==> config.mk <==
export PLATFORM = sky130hd
export DESIGN_NAME = asg_exec
export DESIGN_NICKNAME = d
export VERILOG_FILES = /design/src/core/asg_pkg.sv /design/src/core/asg_exec.sv
export SDC_FILE = /design/constraint.sdc
export NUM_CORES = 1
export LEC_CHECK = 0
export ABC_CLOCK_PERIOD_IN_PS = 3500
export BUFFER_PORTS_ARGS = -buffer_cell sky130_fd_sc_hd__buf_2
export CAP_MARGIN = 5
export CORE_UTILIZATION = 57
export DETAILED_ROUTE_END_ITERATION = 7
export PLACE_DENSITY = 0.88
export SETUP_SLACK_MARGIN = 0.05
export SKIP_LAST_GASP = 1
export SLEW_MARGIN = 40
export SYNTH_ARGS = -nofsm -noshare
export SYNTH_HDL_FRONTEND = slang
export SYNTH_SLANG_ARGS = --single-unit
==> constraint.sdc <==
create_clock -name clk_i -period 3.5 [get_ports clk_i]
set_clock_uncertainty 0.1 [all_clocks]
set_input_delay 0 -clock clk_i [delete_from_list [all_inputs] [get_ports clk_i]]
set_output_delay 0 -clock clk_i [all_outputs]
set_load 0.01 [all_outputs]
==> src/core/asg_pkg.sv <==
// constants and carrier types for the add/subtract group execute block
package asg_pkg;
    localparam logic [7:0] GPR_BASE = 8'hf0;
    localparam logic [15:0] PTR_STEP_WORD = 16'h0002;
    localparam logic [15:0] PTR_STEP_BYTE = 16'h0001;
    localparam logic [2:0] LEN_SHORT = 3'h2;
    localparam logic [2:0] LEN_LONG = 3'h4;
    localparam logic [1:0] BE_LO = 2'h1;
    localparam logic [1:0] BE_HI = 2'h2;
    localparam logic [1:0] BE_WORD = 2'h3;

    typedef enum logic [2:0] {
        F_RR = 3'h0,
        F_IND = 3'h1,
        F_INC = 3'h2,
        F_IMM3 = 3'h3,
        F_RIMM = 3'h4,
        F_RMEM = 3'h5,
        F_MREG = 3'h6
    } asg_form_t;

    typedef enum logic [2:0] {
        S_IDLE = 3'h0,
        S_OPER = 3'h1,
        S_MRD = 3'h2,
        S_CALC = 3'h3,
        S_WB = 3'h4,
        S_PINC = 3'h5
    } asg_state_t;

    // field: short forms {dst[7:4], src[3:0]}, long forms direct register address
    typedef struct packed {
        logic sub_op;
        logic carry_op;
        logic byte_op;
        asg_form_t form;
        logic spare;
        logic lane;
        logic [7:0] field;
        logic [15:0] ext;
    } asg_instr_t;

    typedef struct packed {
        logic [7:0] addr;
        logic [15:0] data;
        logic [1:0] be;
    } asg_rf_wr_t;

    typedef struct packed {
        logic we;
        logic byte_op;
        logic [15:0] addr;
        logic [15:0] wdata;
    } asg_mem_t;

    typedef struct packed {
        logic z;
        logic n;
        logic v;
        logic c;
    } asg_flags_t;
endpackage
==> src/core/asg_exec.sv <==
// add/subtract group decode and execute engine
`timescale 1ns/1ns
module asg_exec (
    // clock and reset
    input wire logic clk_i,
    input wire logic rst_b_i,
    // instruction stream
    input wire logic instr_valid_i,
    input wire asg_pkg::asg_instr_t instr_i,
    output logic instr_ready_o,
    output logic done_o,
    output logic [2:0] length_o,
    output logic illegal_o,
    // register file
    output logic [7:0] rfa_addr_o,
    input wire logic [15:0] rfa_data_i,
    output logic [7:0] rfb_addr_o,
    input wire logic [15:0] rfb_data_i,
    output logic rf_we_o,
    output asg_pkg::asg_rf_wr_t rf_wr_o,
    // data memory
    output logic mem_req_o,
    output asg_pkg::asg_mem_t mem_o,
    input wire logic [15:0] mem_rdata_i,
    input wire logic mem_ack_i,
    // status flags
    output asg_pkg::asg_flags_t flags_o
);
    import asg_pkg::*;

    asg_state_t state, next_state;
    asg_instr_t ins, next_ins;
    logic [15:0] op_a, next_op_a, op_b, next_op_b, ptr, next_ptr;
    asg_rf_wr_t rf_wr, next_rf_wr;
    asg_mem_t mem, next_mem;
    asg_flags_t flags, next_flags, alu_flags;
    logic done, next_done, illegal, next_illegal;
    logic [2:0] len, next_len;
    logic [16:0] sum;
    logic [15:0] res, step;
    logic msb_a, msb_b, msb_r, cin, dst_lane;
    logic [7:0] dst_addr;
    logic [1:0] dst_be;

    function automatic logic [7:0] gpr_addr(input logic [3:0] num, input logic byte_sel);
        gpr_addr = byte_sel ? (GPR_BASE | {5'h00, num[3:1]}) : (GPR_BASE | {4'h0, num});
    endfunction

    function automatic logic [15:0] pick(input logic [15:0] w, input logic byte_sel,
                                         input logic hi);
        pick = !byte_sel ? w : (hi ? {8'h00, w[15:8]} : {8'h00, w[7:0]});
    endfunction

    function automatic logic long_form(input asg_form_t f);
        long_form = f inside {F_RIMM, F_RMEM, F_MREG};
    endfunction

    function automatic logic mem_src(input asg_form_t f);
        mem_src = f inside {F_IND, F_INC, F_RMEM, F_MREG};
    endfunction

    // operand addressing
    assign dst_addr = long_form(ins.form) ? ins.field : gpr_addr(ins.field[7:4], ins.byte_op);
    assign dst_lane = long_form(ins.form) ? ins.lane : ins.field[4];
    // byte writes touch one lane only, the other byte stays as it was
    assign dst_be = !ins.byte_op ? BE_WORD : (dst_lane ? BE_HI : BE_LO);
    // pointer is always a word register, even for byte ops
    assign rfb_addr_o = gpr_addr(ins.field[3:0], ins.byte_op && ins.form == F_RR);
    assign rfa_addr_o = dst_addr;
    assign step = ins.byte_op ? PTR_STEP_BYTE : PTR_STEP_WORD;

    // arithmetic: op_a is always the destination, op_b the source
    assign cin = ins.carry_op & flags.c;
    assign sum = ins.sub_op ? ({1'b0, op_a} - {1'b0, op_b} - {16'h0000, cin})
                            : ({1'b0, op_a} + {1'b0, op_b} + {16'h0000, cin});
    assign res = ins.byte_op ? {sum[7:0], sum[7:0]} : sum[15:0];
    assign msb_a = ins.byte_op ? op_a[7] : op_a[15];
    assign msb_b = ins.byte_op ? op_b[7] : op_b[15];
    assign msb_r = ins.byte_op ? sum[7] : sum[15];
    // flags at operand width; carry is borrow for subtracts
    assign alu_flags.z = ins.byte_op ? (sum[7:0] == 8'h00) : (sum[15:0] == 16'h0000);
    assign alu_flags.n = msb_r;
    assign alu_flags.c = ins.byte_op ? sum[8] : sum[16];
    assign alu_flags.v = (ins.sub_op ? (msb_a != msb_b) : (msb_a == msb_b)) && (msb_r != msb_a);

    always_comb begin
        next_state = state;
        next_ins = ins;
        next_op_a = op_a;
        next_op_b = op_b;
        next_ptr = ptr;
        next_rf_wr = rf_wr;
        next_mem = mem;
        next_flags = flags;
        next_done = 1'b0;
        next_illegal = 1'b0;
        next_len = len;
        unique case (state)
            S_IDLE: begin
                if (instr_valid_i) begin
                    if (instr_i.form inside {F_RR, F_IND, F_INC, F_IMM3, F_RIMM, F_RMEM, F_MREG})
                    begin
                        next_ins = instr_i;
                        next_state = S_OPER;
                    end else begin
                        next_illegal = 1'b1;
                    end
                end
            end
            S_OPER: begin
                next_op_a = pick(rfa_data_i, ins.byte_op, dst_lane);
                next_ptr = rfb_data_i;
                case (ins.form)
                    F_RR: next_op_b = pick(rfb_data_i, ins.byte_op, ins.field[0]);
                    F_IMM3: next_op_b = {13'h0000, ins.field[2:0]};
                    F_RIMM: next_op_b = pick(ins.ext, ins.byte_op, 1'b0);
                    default: next_op_b = op_b;
                endcase
                if (mem_src(ins.form)) begin
                    next_mem.we = 1'b0;
                    next_mem.byte_op = ins.byte_op;
                    next_mem.addr = (ins.form inside {F_IND, F_INC}) ? rfb_data_i : ins.ext;
                    next_state = S_MRD;
                end else begin
                    next_state = S_CALC;
                end
            end
            S_MRD: begin
                if (mem_ack_i) begin
                    if (ins.form == F_MREG) begin
                        // memory is the destination here, the register moves to the source side
                        next_op_b = op_a;
                        next_op_a = pick(mem_rdata_i, ins.byte_op, 1'b0);
                    end else begin
                        next_op_b = pick(mem_rdata_i, ins.byte_op, 1'b0);
                    end
                    next_state = S_CALC;
                end
            end
            S_CALC: begin
                next_flags = alu_flags;
                if (ins.form == F_MREG) begin
                    next_mem.we = 1'b1;
                    next_mem.wdata = res;
                end else begin
                    next_rf_wr.addr = dst_addr;
                    next_rf_wr.data = res;
                    next_rf_wr.be = dst_be;
                end
                next_state = S_WB;
            end
            S_WB: begin
                if (ins.form == F_MREG) begin
                    if (mem_ack_i) begin
                        next_done = 1'b1;
                        next_len = LEN_LONG;
                        next_state = S_IDLE;
                    end
                end else if (ins.form == F_INC) begin
                    // pointer written after the result, so it wins if both name one register
                    next_rf_wr.addr = rfb_addr_o;
                    next_rf_wr.data = ptr + step;
                    next_rf_wr.be = BE_WORD;
                    next_state = S_PINC;
                end else begin
                    next_done = 1'b1;
                    next_len = long_form(ins.form) ? LEN_LONG : LEN_SHORT;
                    next_state = S_IDLE;
                end
            end
            S_PINC: begin
                next_done = 1'b1;
                next_len = LEN_SHORT;
                next_state = S_IDLE;
            end
            default: next_state = S_IDLE;
        endcase
    end

    always_ff @(posedge clk_i or negedge rst_b_i) begin
        if (!rst_b_i) begin
            state <= S_IDLE;
            ins <= '0;
            op_a <= 16'h0000;
            op_b <= 16'h0000;
            ptr <= 16'h0000;
            rf_wr <= '0;
            mem <= '0;
            flags <= '0;
            done <= 1'b0;
            illegal <= 1'b0;
            len <= 3'h0;
        end else begin
            state <= next_state;
            ins <= next_ins;
            op_a <= next_op_a;
            op_b <= next_op_b;
            ptr <= next_ptr;
            rf_wr <= next_rf_wr;
            mem <= next_mem;
            flags <= next_flags;
            done <= next_done;
            illegal <= next_illegal;
            len <= next_len;
        end
    end

    assign instr_ready_o = state == S_IDLE;
    assign done_o = done;
    assign length_o = len;
    assign illegal_o = illegal;
    assign rf_we_o = (state == S_WB && ins.form != F_MREG) || state == S_PINC;
    assign rf_wr_o = rf_wr;
    assign mem_req_o = state == S_MRD || (state == S_WB && ins.form == F_MREG);
    assign mem_o = mem;
    assign flags_o = flags;
endmodule

==> results of run 1 <==
-- sequential cells by signal, summed over array words and instances, names as in the netlist --
register and flops:
mem_o 34, ins 31, rf_wr_o 26, op_a 16
op_b 16, ptr 16, flags_o 4, state 3
length_o 2, done_o 1, illegal_o 1
-- synth_stat cells (6+ instances only) --
cell      count
dfrtp_1     150
nand2_1     140
o21ai_0      95
a21oi_1      69
nor2_1       69
inv_1        68
mux2_2       65
ha_1         47
clkbuf_1     43
mux2i_1      33
xnor2_1      23
nand3_1      20
a22oi_1      18
o22ai_1      18
xor2_1       16
a31oi_1      13
a21o_1       12
nand2b_1     12
nor2b_1      12
nor3_1       12
o31ai_1      10
o211ai_1      8
a221oi_1      7
buf_1         6
nand4_1       6
o21ai_1       6
-- worst min-delay path by stage --
stage,to,cells after the start
2_1_floorplan,done_o,0
3_3_place_gp,rf_wr_o[8],1
3_5_place_dp,rf_wr_o[8],1
4_1_cts,op_a[4],5
5_1_grt,op_a[4],5
6_report,op_a[4],5
-- stage by stage --
| stage | setup WS (ns) | instances | util | cell area, µm² | hold slack (ns) |
|---|---|---|---|---|---|
| global route | 0.03751 | 1536 | 0.7554 | 12170 | 0.03932 |
| detailed placement | 0.2170 | 1419 | 0.6617 | 10660 | -0.01813 |
| floorplan | 0.4651 | 1066 | - | 9558 | -0.3956 |
| CTS | 0.1780 | 1534 | 0.7514 | 12110 | 0.02103 |
| finish | 0.1806 | 1536 | 0.7554 | 12170 | 0.03889 |
| global placement | 0.3165 | 1419 | 0.6609 | 10650 | 0.05317 |
-- worst max-delay path: cells and delay by family, from the launching register on --
family / cells / cell delay (ns)
compound gates: 5 / 1.23
fa+ha+maj: 1 / 0.45
buf+inv: 1 / 0.11
flops: 1 / 0.44
simple gates: 4 / 0.88
-- logic make-up (layout without fill, tap and decap cells) --
kind of cell             Yosys count  after routing  synth area share
AND/OR/NAND/NOR                  302            302            0.1418
other                              2              5         0.0007867
AO/OA/AOI/OAI                    293            293            0.1908
buffers and inverters            126            380           0.05190
adder cells (fa/ha/maj)           52             52           0.07208
multiplexers                      99             99            0.1136
flip-flops                       150            150            0.3932
XOR/XNOR                          39             39           0.03578
-- final cells by class --
| type | instances | area (µm²) | area share |
|---|---|---|---|
| well taps | 216 | 270.3 | 0.02220 |
| inverters | 69 | 259.0 | 0.02128 |
| clock buffers | 20 | 446.7 | 0.03669 |
| clock inverters | 12 | 167.7 | 0.01377 |
| multi-input cells | 790 | 5354 | 0.4398 |
| repair buffers | 279 | 1922 | 0.1579 |
| flip-flops and latches | 150 | 3754 | 0.3084 |
-- placed cells by master (no fill, tap or decap), types with 10 or more instances in the layout --
cell           instances
buf_4                 29
inv_1                 67
o21ai_0               93
o31ai_1               10
nor2_1                68
nor2b_1               12
mux2_2                65
nand3_1               20
a21o_1                12
buf_2                164
nor3_1                12
dfrtp_1              150
xnor2_1               23
nand2_1              140
ha_1                  46
a22oi_1               18
mux2i_1               33
a31oi_1               13
dlygate4sd3_1         84
a21oi_1               68
o22ai_1               18
xor2_1                16
clkbuf_16             17
nand2b_1              11
-- metal layers --
layer | vias to the layer above | wire (µm) | track usage
met5 | - | 0 | 0
met4 | 0 | 2194 | 0.2222
met3 | 211 | 3585 | 0.09066
met2 | 776 | 15050 | 0.6044
met1 | 4603 | 12500 | 0.4803
li1 | 4228 | - | -
-- what timing repair did --
| item | 4_1_cts | 5_1_grt |
|---|---|---|
| endpoints found under the setup margin | 0 | 15 |
| hold endpoints to repair | 197 | 23 |
| hold buffers | 83 | 1 |
| gates resized for setup | 0 | 7 |
==> metrics.yaml, run 1 <==
outcome: "complete, no violations"
cp.arrival_ns: 3.55
nets: 1443
cts_max_level: 4
finalSetupViolCount: 0
slowest_stage: "fa_1"
start_kind: "flip-flop"
grt_start_max_net_pins: 105
drtPass1Iterations: 7
yosysSeqAreaShare: 0.3932
io_buffers: 165
syn_inst: 1063
slowest_delay_ns: 0.45
reg2reg_to: "mem_o[13]"
synth_area_um2: 9547
clk_latency_ns: 0.45
cpMostUsedCell: "a21oi_1"
period_share: 0.9484
r2r_setup_slack_ns: 0.18
async_flop_share: 1.000
gp_congestion: 0.9141
r2r_cells: 11
clk_path_buf_depth: 2
rows: 46
clkSinkCount: 150
ys_warn_count: 0
cts_tree: "yes"
grtUsageTotal: 0.3830
drive_above_1_share: 0.2402
yosysTopAreaCell: "dfrtp_1"
cts-root-buf: "clkbuf_16"
viasPerCell: 6.392
ys_types: 71
ant_nets: 0
r2r-start: "op_a[0]"
end_kind: "flip-flop"
path_clk_slew_ns: 0.07
cp_max_fo: 4
routed_wl_um: 33320
die_x_um: 131.4
die-area_um2: 17270
hold_path_class: "input pin to flip-flop"
yosys_most_used_dff: "dfrtp_1"
fp.dieH_um: 131.4
cp-startpoint: "op_a[0]"
vias: 9818
diodes: 0
required_ns: 3.74
synth_edf_count: 0
drc: 0
numCtsBuffers: 17
rsz0062_at_grt: "true"
synth_top_cell_area_share: 0.3932
worst_pin_slew_ns: 0.7012
synth-seq-cells: 150
antenna_found_initial: 0
core_um2: 16120
syn2layout_area_growth_pct: 27.51
cp_cell_sequence: "inv_2 > fa_1 > nand2b_1 > a21oi_1 > a21oi_1 > o31ai_1 > nor4_1 > or3_1 > nand3_1 > a21oi_1 > a21o_1"
slew_headroom: 0.5320
postCtsSetupRepairBufs: 0
drt_iter0_drc: 1472
nFillCells: 989
grt_first_pass_wirelength_um: 51720
finalSetupTns_ns: 0
crit_end: "mem_o[13]"
synthTopCellsByArea: "dfrtp_1 (39%), mux2_2 (7.7%), ha_1 (6.2%), nand2_1 (5.5%), o21ai_0 (5.0%)"
routedWlPerCell_um: 21.69
avgSynthCellArea_um2: 8.981
grt-ovfl-total: 0
hp-start: "rfa_data_i[4]"
path_class: "flip-flop to flip-flop"
slew_viol_final: 0
max_cap_violations: 0
ios: 172
grt_pass1_vias: 9547
dpl.hpwl_um: 20140
finalHoldViolCount: 0
fmax_ghz: 0.3013
start_util: 0.5924
period_minus_slack_ns: 3.319
Power of run 1 is left out: the tool's default activity adds up to more than one toggle a clock period on the data nets, which glitch-free logic cannot reach.
==> inputs of run 2 (changes only) <==
CORE_UTILIZATION = 41   (was 57)
PLACE_DENSITY = 0.69   (was 0.88)
==> metrics.yaml, run 2 (same netlist as run 1, synthesis figures left out) <==
outcome: "complete, no violations"
swShare: 0.4818
ant_nets: 0  # unchanged
layout_common_cells: "buf_2 (164), dfrtp_1 (150), nand2_1 (140), o21ai_0 (93), dlygate4sd3_1 (86)"
p_per_area_nw_per_um2: 1241
slew_viol_final: 0  # unchanged
p_seq_frac: 0.224
cts_max_level: 4  # unchanged
leakagePower_nw: 5.839
largest_register_ff_count: 34  # unchanged
grtUsageTotal: 0.2528  # -0.1302
viasPerCell: 5.539  # -13%
drive_above_1_share: 0.2440  # +0.003824
required_ns: 3.69  # -0.05 ns
nets: 1451  # +0.55%
syn2layout_area_growth_pct: 28.82
grt_pass1_vias: 8665  # -9.2%
period_minus_slack_ns: 3.257  # -0.06192 ns
vias: 8940  # -8.9%
clkSinkCount: 150  # unchanged
multi_input_area_um2: 5340  # -0.26%
combPwrFrac: 0.652
layout_commonest_cell: "buf_2"
gp_congestion: 0.8876  # -2.9%
finalSetupTns_ns: 0  # unchanged
cp_max_fo: 14  # +10
routed_wl_um: 29890  # -10%
path_clk_slew_ns: 0.07  # about the same
intPower_mw: 7.906
end_kind: "flip-flop"
numCtsBuffers: 17  # unchanged
die-area_um2: 23900  # +38%
fin_cells: 1614  # +5.1%
die_x_um: 154.6  # +18%
hold_path_class: "input pin to flip-flop"
finalSetupViolCount: 0  # unchanged
slew_headroom: 0.5171  # -0.01496
post-place-cells: 1494  # +5.3%
start_util: 0.4204  # -0.1720
grt-ovfl-total: 0  # unchanged
cts-root-buf: "clkbuf_16"
dpl.hpwl_um: 21510  # +6.8%
io_buffers: 165  # unchanged
seq_area_um2: 3754  # unchanged
worst_pin_slew_ns: 0.7244  # +0.02320 ns
drt_iter0_drc: 776  # -47%
ios: 172  # unchanged
placed_area_um2: 10790  # +1.1%
clk_path_buf_depth: 2  # unchanged
grt_start_max_net_pins: 108  # +2.9%
rows: 55  # +20%
fp.dieH_um: 154.6  # +18%
cp.arrival_ns: 3.45  # -0.10 ns
period_share: 0.9307  # -0.01769
nFillCells: 2030  # +110%
antenna_found_initial: 1  # +1
p_clk_frac: 0.124
ir_worst_vdd_mv: 0.5408
routedWlPerCell_um: 18.52  # -15%
cts_tree: "yes"
rsz0062_at_grt: "false"
switching_power_mw: 7.350
path_class: "flip-flop to flip-flop"
drc: 0  # unchanged
finalHoldViolCount: 0  # unchanged
start_kind: "flip-flop"
design_area_um2: 12300  # +1.0%
core_um2: 22710  # +41%
grt_first_pass_wirelength_um: 46930  # -9.3%
fmax_ghz: 0.3070  # +1.9%
drtPass1Iterations: 5  # -2
holdWs_ns: 0.2299  # +0.1910 ns
max_cap_violations: 0  # unchanged
clk_latency_ns: 0.43  # -0.02 ns
==> run 2: routing by layer <==
metal,wire (µm),share of wire,track usage
met2,13530,0.45,0.3913
met4,878,0.029,0.09524
met3,2041,0.068,0.05380
met5,16,0.00054,0
met1,13430,0.45,0.3467
==> run 2: power groups by stage <==
stage                     Sequential (mW)  Combinational (mW)  Clock, mW
after floorplan                      3.28                6.62          0
after global placement               3.37                9.39          0
after detailed placement             3.40                9.55          0
after CTS                            3.38                9.79       1.91
after global routing                 3.52                10.9       1.98
final                                3.42                9.95       1.89
==> run 2: layout make-up <==
| type | count | area share |
|---|---|---|
| diodes | 1 | 0.0002035 |
| clock buffers | 19 | 0.03683 |
| clock inverters | 13 | 0.01190 |
| inverters | 69 | 0.02106 |
| multi-input cells | 790 | 0.4342 |
| flip-flops and latches | 150 | 0.3052 |
| well taps | 285 | 0.02900 |
| repair buffers | 287 | 0.1616 |
==> run 2: path summary, 6_finish.rpt <==
path | from | endpoint | slack, ns | cells after the start
worst max-delay path | ins[27] | op_a[5] | 0.24 | 9
worst min-delay path | instr_i[10] | ins[10] | 0.23 | 3
worst max register to register | ins[27] | op_a[5] | 0.24 | 9
worst min register to register | mem_o[7] | mem_o[7] | 0.37 | 2
max in group asynchronous | rst_b_i | mem_o[27] | 1.85 | 5
min in group asynchronous | rst_b_i | mem_o[2] | 0.45 | 3
==> run 2: stage by stage <==
stage / power (mW) / utilization / setup slack (ns)
floorplan: 9.900 / - / 0.4651
global placement: 12.77 / 0.4748 / 0.2650
detailed placement: 12.95 / 0.4749 / 0.2317
CTS: 15.08 / 0.5388 / 0.2076
global route: 16.42 / 0.5414 / 0.05483
finish: 15.26 / 0.5415 / 0.2425
==> run 2: critical path, cell delays in order, from the launching register on <==
cell and delay, ns:
dfrtp_1 0.53, a21oi_1 0.21, buf_4 0.20, mux2i_1 0.29
nand2b_1 0.62, mux2i_1 0.32, nor2_1 0.07, a21oi_1 0.15
dlygate4sd3_1 0.56, o21ai_0 0.07
==> run 2: timing repair <==
action                                 in CTS  in global routing
endpoints found under the hold margin     202                 29
setup buffers                               0                  0
hold buffers                               85                  1
gates resized for setup                     0                  7
setup endpoints to repair                   0                 11
Note: power is estimated with default switching activity, not from simulation.
==> inputs of run 3 (changes only) <==
ABC_AREA = 1   (was default)
CTS_CLUSTER_DIAMETER = 150   (was default)
==> metrics.yaml, run 3 <==
outcome: "complete, no violations"
vias: 10370  # +16%
ant_nets: 0  # unchanged
avgSynthCellArea_um2: 6.978  # -22%
period_share: 0.8850  # -0.04566
start_kind: "flip-flop"
grtUsageTotal: 0.2679  # +0.01512
layout_commonest_cell: "nand2_1"
core_um2: 23540  # +3.7%
diodes: 0  # -1
synth_common_cells: "nand2_1 (414), inv_1 (189), o21ai_0 (188)"
die-area_um2: 24640  # +3.1%
start_util: 0.4182  # -0.002178
layout_common_cells: "nand2_1 (414), inv_1 (189), o21ai_0 (188), buf_2 (164), dfrtp_1 (150)"
r2r-start: "ins[26]"
drt_iter0_drc: 1156  # +49%
synth_edf_count: 0  # unchanged
cp_top_family: "simple AND/OR/NAND/NOR gates"
r2r_cells: 11  # +2
nFillCells: 2314  # +14%
drc: 0  # unchanged
yosysTopAreaCell: "dfrtp_1"
finalSetupViolCount: 0  # unchanged
clkSinkCount: 150  # unchanged
path_clk_slew_ns: 0.07  # about the same
rsz0062_at_grt: "false"
synth.most_common_cell: "nand2_1"
synth-seq-cells: 150  # unchanged
ys_warn_count: 0  # unchanged
fp.dieH_um: 157.0  # +1.5%
synth_top_cell_area_share: 0.3812  # -0.01194
max_cap_violations: 0  # unchanged
synthTopCellsByArea: "dfrtp_1 (38%), nand2_1 (16%), o21ai_0 (9.6%), inv_1 (7.2%), ha_1 (6.0%)"
yosysSeqAreaShare: 0.3812  # -0.01194
clk_latency_ns: 0.43  # about the same
die_x_um: 157.0  # +1.5%
grt_pass1_vias: 9525  # +9.9%
numCtsBuffers: 17  # unchanged
post-place-ws_ns: 0.5836  # +0.3520 ns
worst_pin_slew_ns: 0.7769  # +0.05251 ns
grt_first_pass_wirelength_um: 50570  # +7.8%
period_minus_slack_ns: 3.098  # -0.1598 ns
cts_resized: 0  # unchanged
routed_wl_um: 32540  # +8.9%
largest_register_ff_count: 34  # unchanged
finalSetupTns_ns: 0  # unchanged
async_flop_share: 1.000  # unchanged
required_ns: 3.70  # about the same
cp_max_fo: 12  # -2
cts-root-buf: "clkbuf_16"
end_kind: "flip-flop"
dpl.hpwl_um: 23990  # +12%
nets: 1786  # +23%
routedWlPerCell_um: 16.42  # -11%
syn_inst: 1411  # +33%
syn2layout_area_growth_pct: 26.89
cp.arrival_ns: 3.30  # -0.15 ns
grt_start_max_net_pins: 88  # -19%
cpMostUsedCell: "nand2_1"
yosys_most_used_dff: "dfrtp_1"
path_depth: 11  # +2
slew_headroom: 0.4821  # -0.03501
finalHoldViolCount: 0  # unchanged
path_class: "flip-flop to flip-flop"
cp-startpoint: "ins[26]"
rows: 56  # +1.8%
hold_path_class: "input pin to async pin"
fin_ws_ns: 0.4023  # +0.1598 ns
grt-ovfl-total: 0  # unchanged
synth_area_um2: 9846  # +3.1%
slew_viol_final: 0  # unchanged
drive_above_1_share: 0.1419  # -0.1021
ios: 172  # unchanged
ys_types: 46  # -35%
fmax_ghz: 0.3228  # +5.2%
slowest_delay_ns: 0.56  # -0.06 ns
gp_congestion: 0.8862  # -0.16%
viasPerCell: 5.230  # -5.6%
cp_cell_sequence: "nand2_1 > nand2_1 > nand2_1 > o21ai_1 > nor2_1 > inv_2 > nand2_1 > nand3_1 > o211ai_1 > dlygate4sd3_1 > o21ai_0"
slowest_stage: "dlygate4sd3_1"
cts_tree: "yes"
io_buffers: 165  # unchanged
drtPass1Iterations: 6  # +1
cp_num_buf_inv: 2  # unchanged
clk_path_buf_depth: 2  # unchanged
antenna_found_initial: 0  # -1
cts_max_level: 4  # unchanged
## run 3: cell count changes in the layout (fill, tap and decap cells not counted), moves of 17 or more
cell | before | now
nand2_1 | 140 | 414
mux2_2 | 65 | 2
nand3_1 | 20 | 77
o21ai_0 | 93 | 188
buf_4 | 35 | 18
a21oi_1 | 68 | 49
mux2i_1 | 33 | 0
xnor2_1 | 23 | 1
a22oi_1 | 18 | 1
nor2_1 | 69 | 100
inv_1 | 68 | 189
## run 3: path summary, 6_finish.rpt
kind | to | slack (ns)
worst max-delay path | op_a[2] | 0.40
worst min-delay path | op_a[11] | 0.08
worst max register to register | op_a[2] | 0.40
worst min register to register | mem_o[33] | 0.37
max in group asynchronous | mem_o[12] | 2.34
min in group clk_i | ins[12] | 0.21
## run 3: what timing repair did
action                     4_1_cts  5_1_grt
buffers inserted                 0        0
setup endpoints to repair        0        0
hold endpoints to repair       186        0
hold buffers                    91        0
## run 3: kinds of logic (layout without fill, tap and decap cells)
| kind of cell | after synthesis | in the layout | synth area share |
|---|---|---|---|
| adders and majority gates | 52 | 52 | 0.06989 |
| buffers and inverters | 253 | 502 | 0.1012 |
| and+or+nand+nor | 631 | 631 | 0.2603 |
| other | 2 | 5 | 0.0007628 |
| AOI/OAI and AO/OA | 307 | 307 | 0.1719 |
| muxes | 2 | 2 | 0.002287 |
| DFF | 150 | 150 | 0.3812 |
| xor gates and xnor gates | 14 | 14 | 0.01245 |
## run 3: per-stage QoR
stage	util	instances	area, µm²	hold slack, ns
6_report	0.5307	1982	12490	0.07821
5_1_grt	0.5307	1982	12490	0.1477
3_5_place_dp	0.4669	1859	10990	0.03135
2_1_floorplan	-	1414	9857	-0.3956
4_1_cts	0.5303	1982	12490	0.1529
3_3_place_gp	0.4669	1859	10990	0.01786
## run 3: worst reg2reg max path: cells and delay by family (launching register included)
family	cells	cell delay, ns
flip-flops	1	0.44
AO/OA/AOI/OAI	3	0.33
buffers and inverters	2	0.79
AND/OR/NAND/NOR	6	1.31
## run 3: cell type report
class / instances / area, µm² / area share
Multi-Input combinational cell: 1011 / 5125 / 0.4102
Sequential cell: 150 / 3754 / 0.3005
Timing Repair Buffer: 275 / 1901 / 0.1521
Inverter: 195 / 732.0 / 0.05859
Clock buffer: 18 / 439.2 / 0.03515
Tap cell: 319 / 399.1 / 0.03195
Clock inverter: 14 / 143.9 / 0.01152
## run 3: metal layers
layer / GRT usage / part of all wire / vias to the layer above
met5: 0 / 0 / -
met4: 0.09150 / 0.026 / 0
met3: 0.03855 / 0.069 / 56
met2: 0.4097 / 0.45 / 459
met1: 0.3853 / 0.46 / 4814
li1: - / - / 5037
Power of run 3 is left out for the same reason.
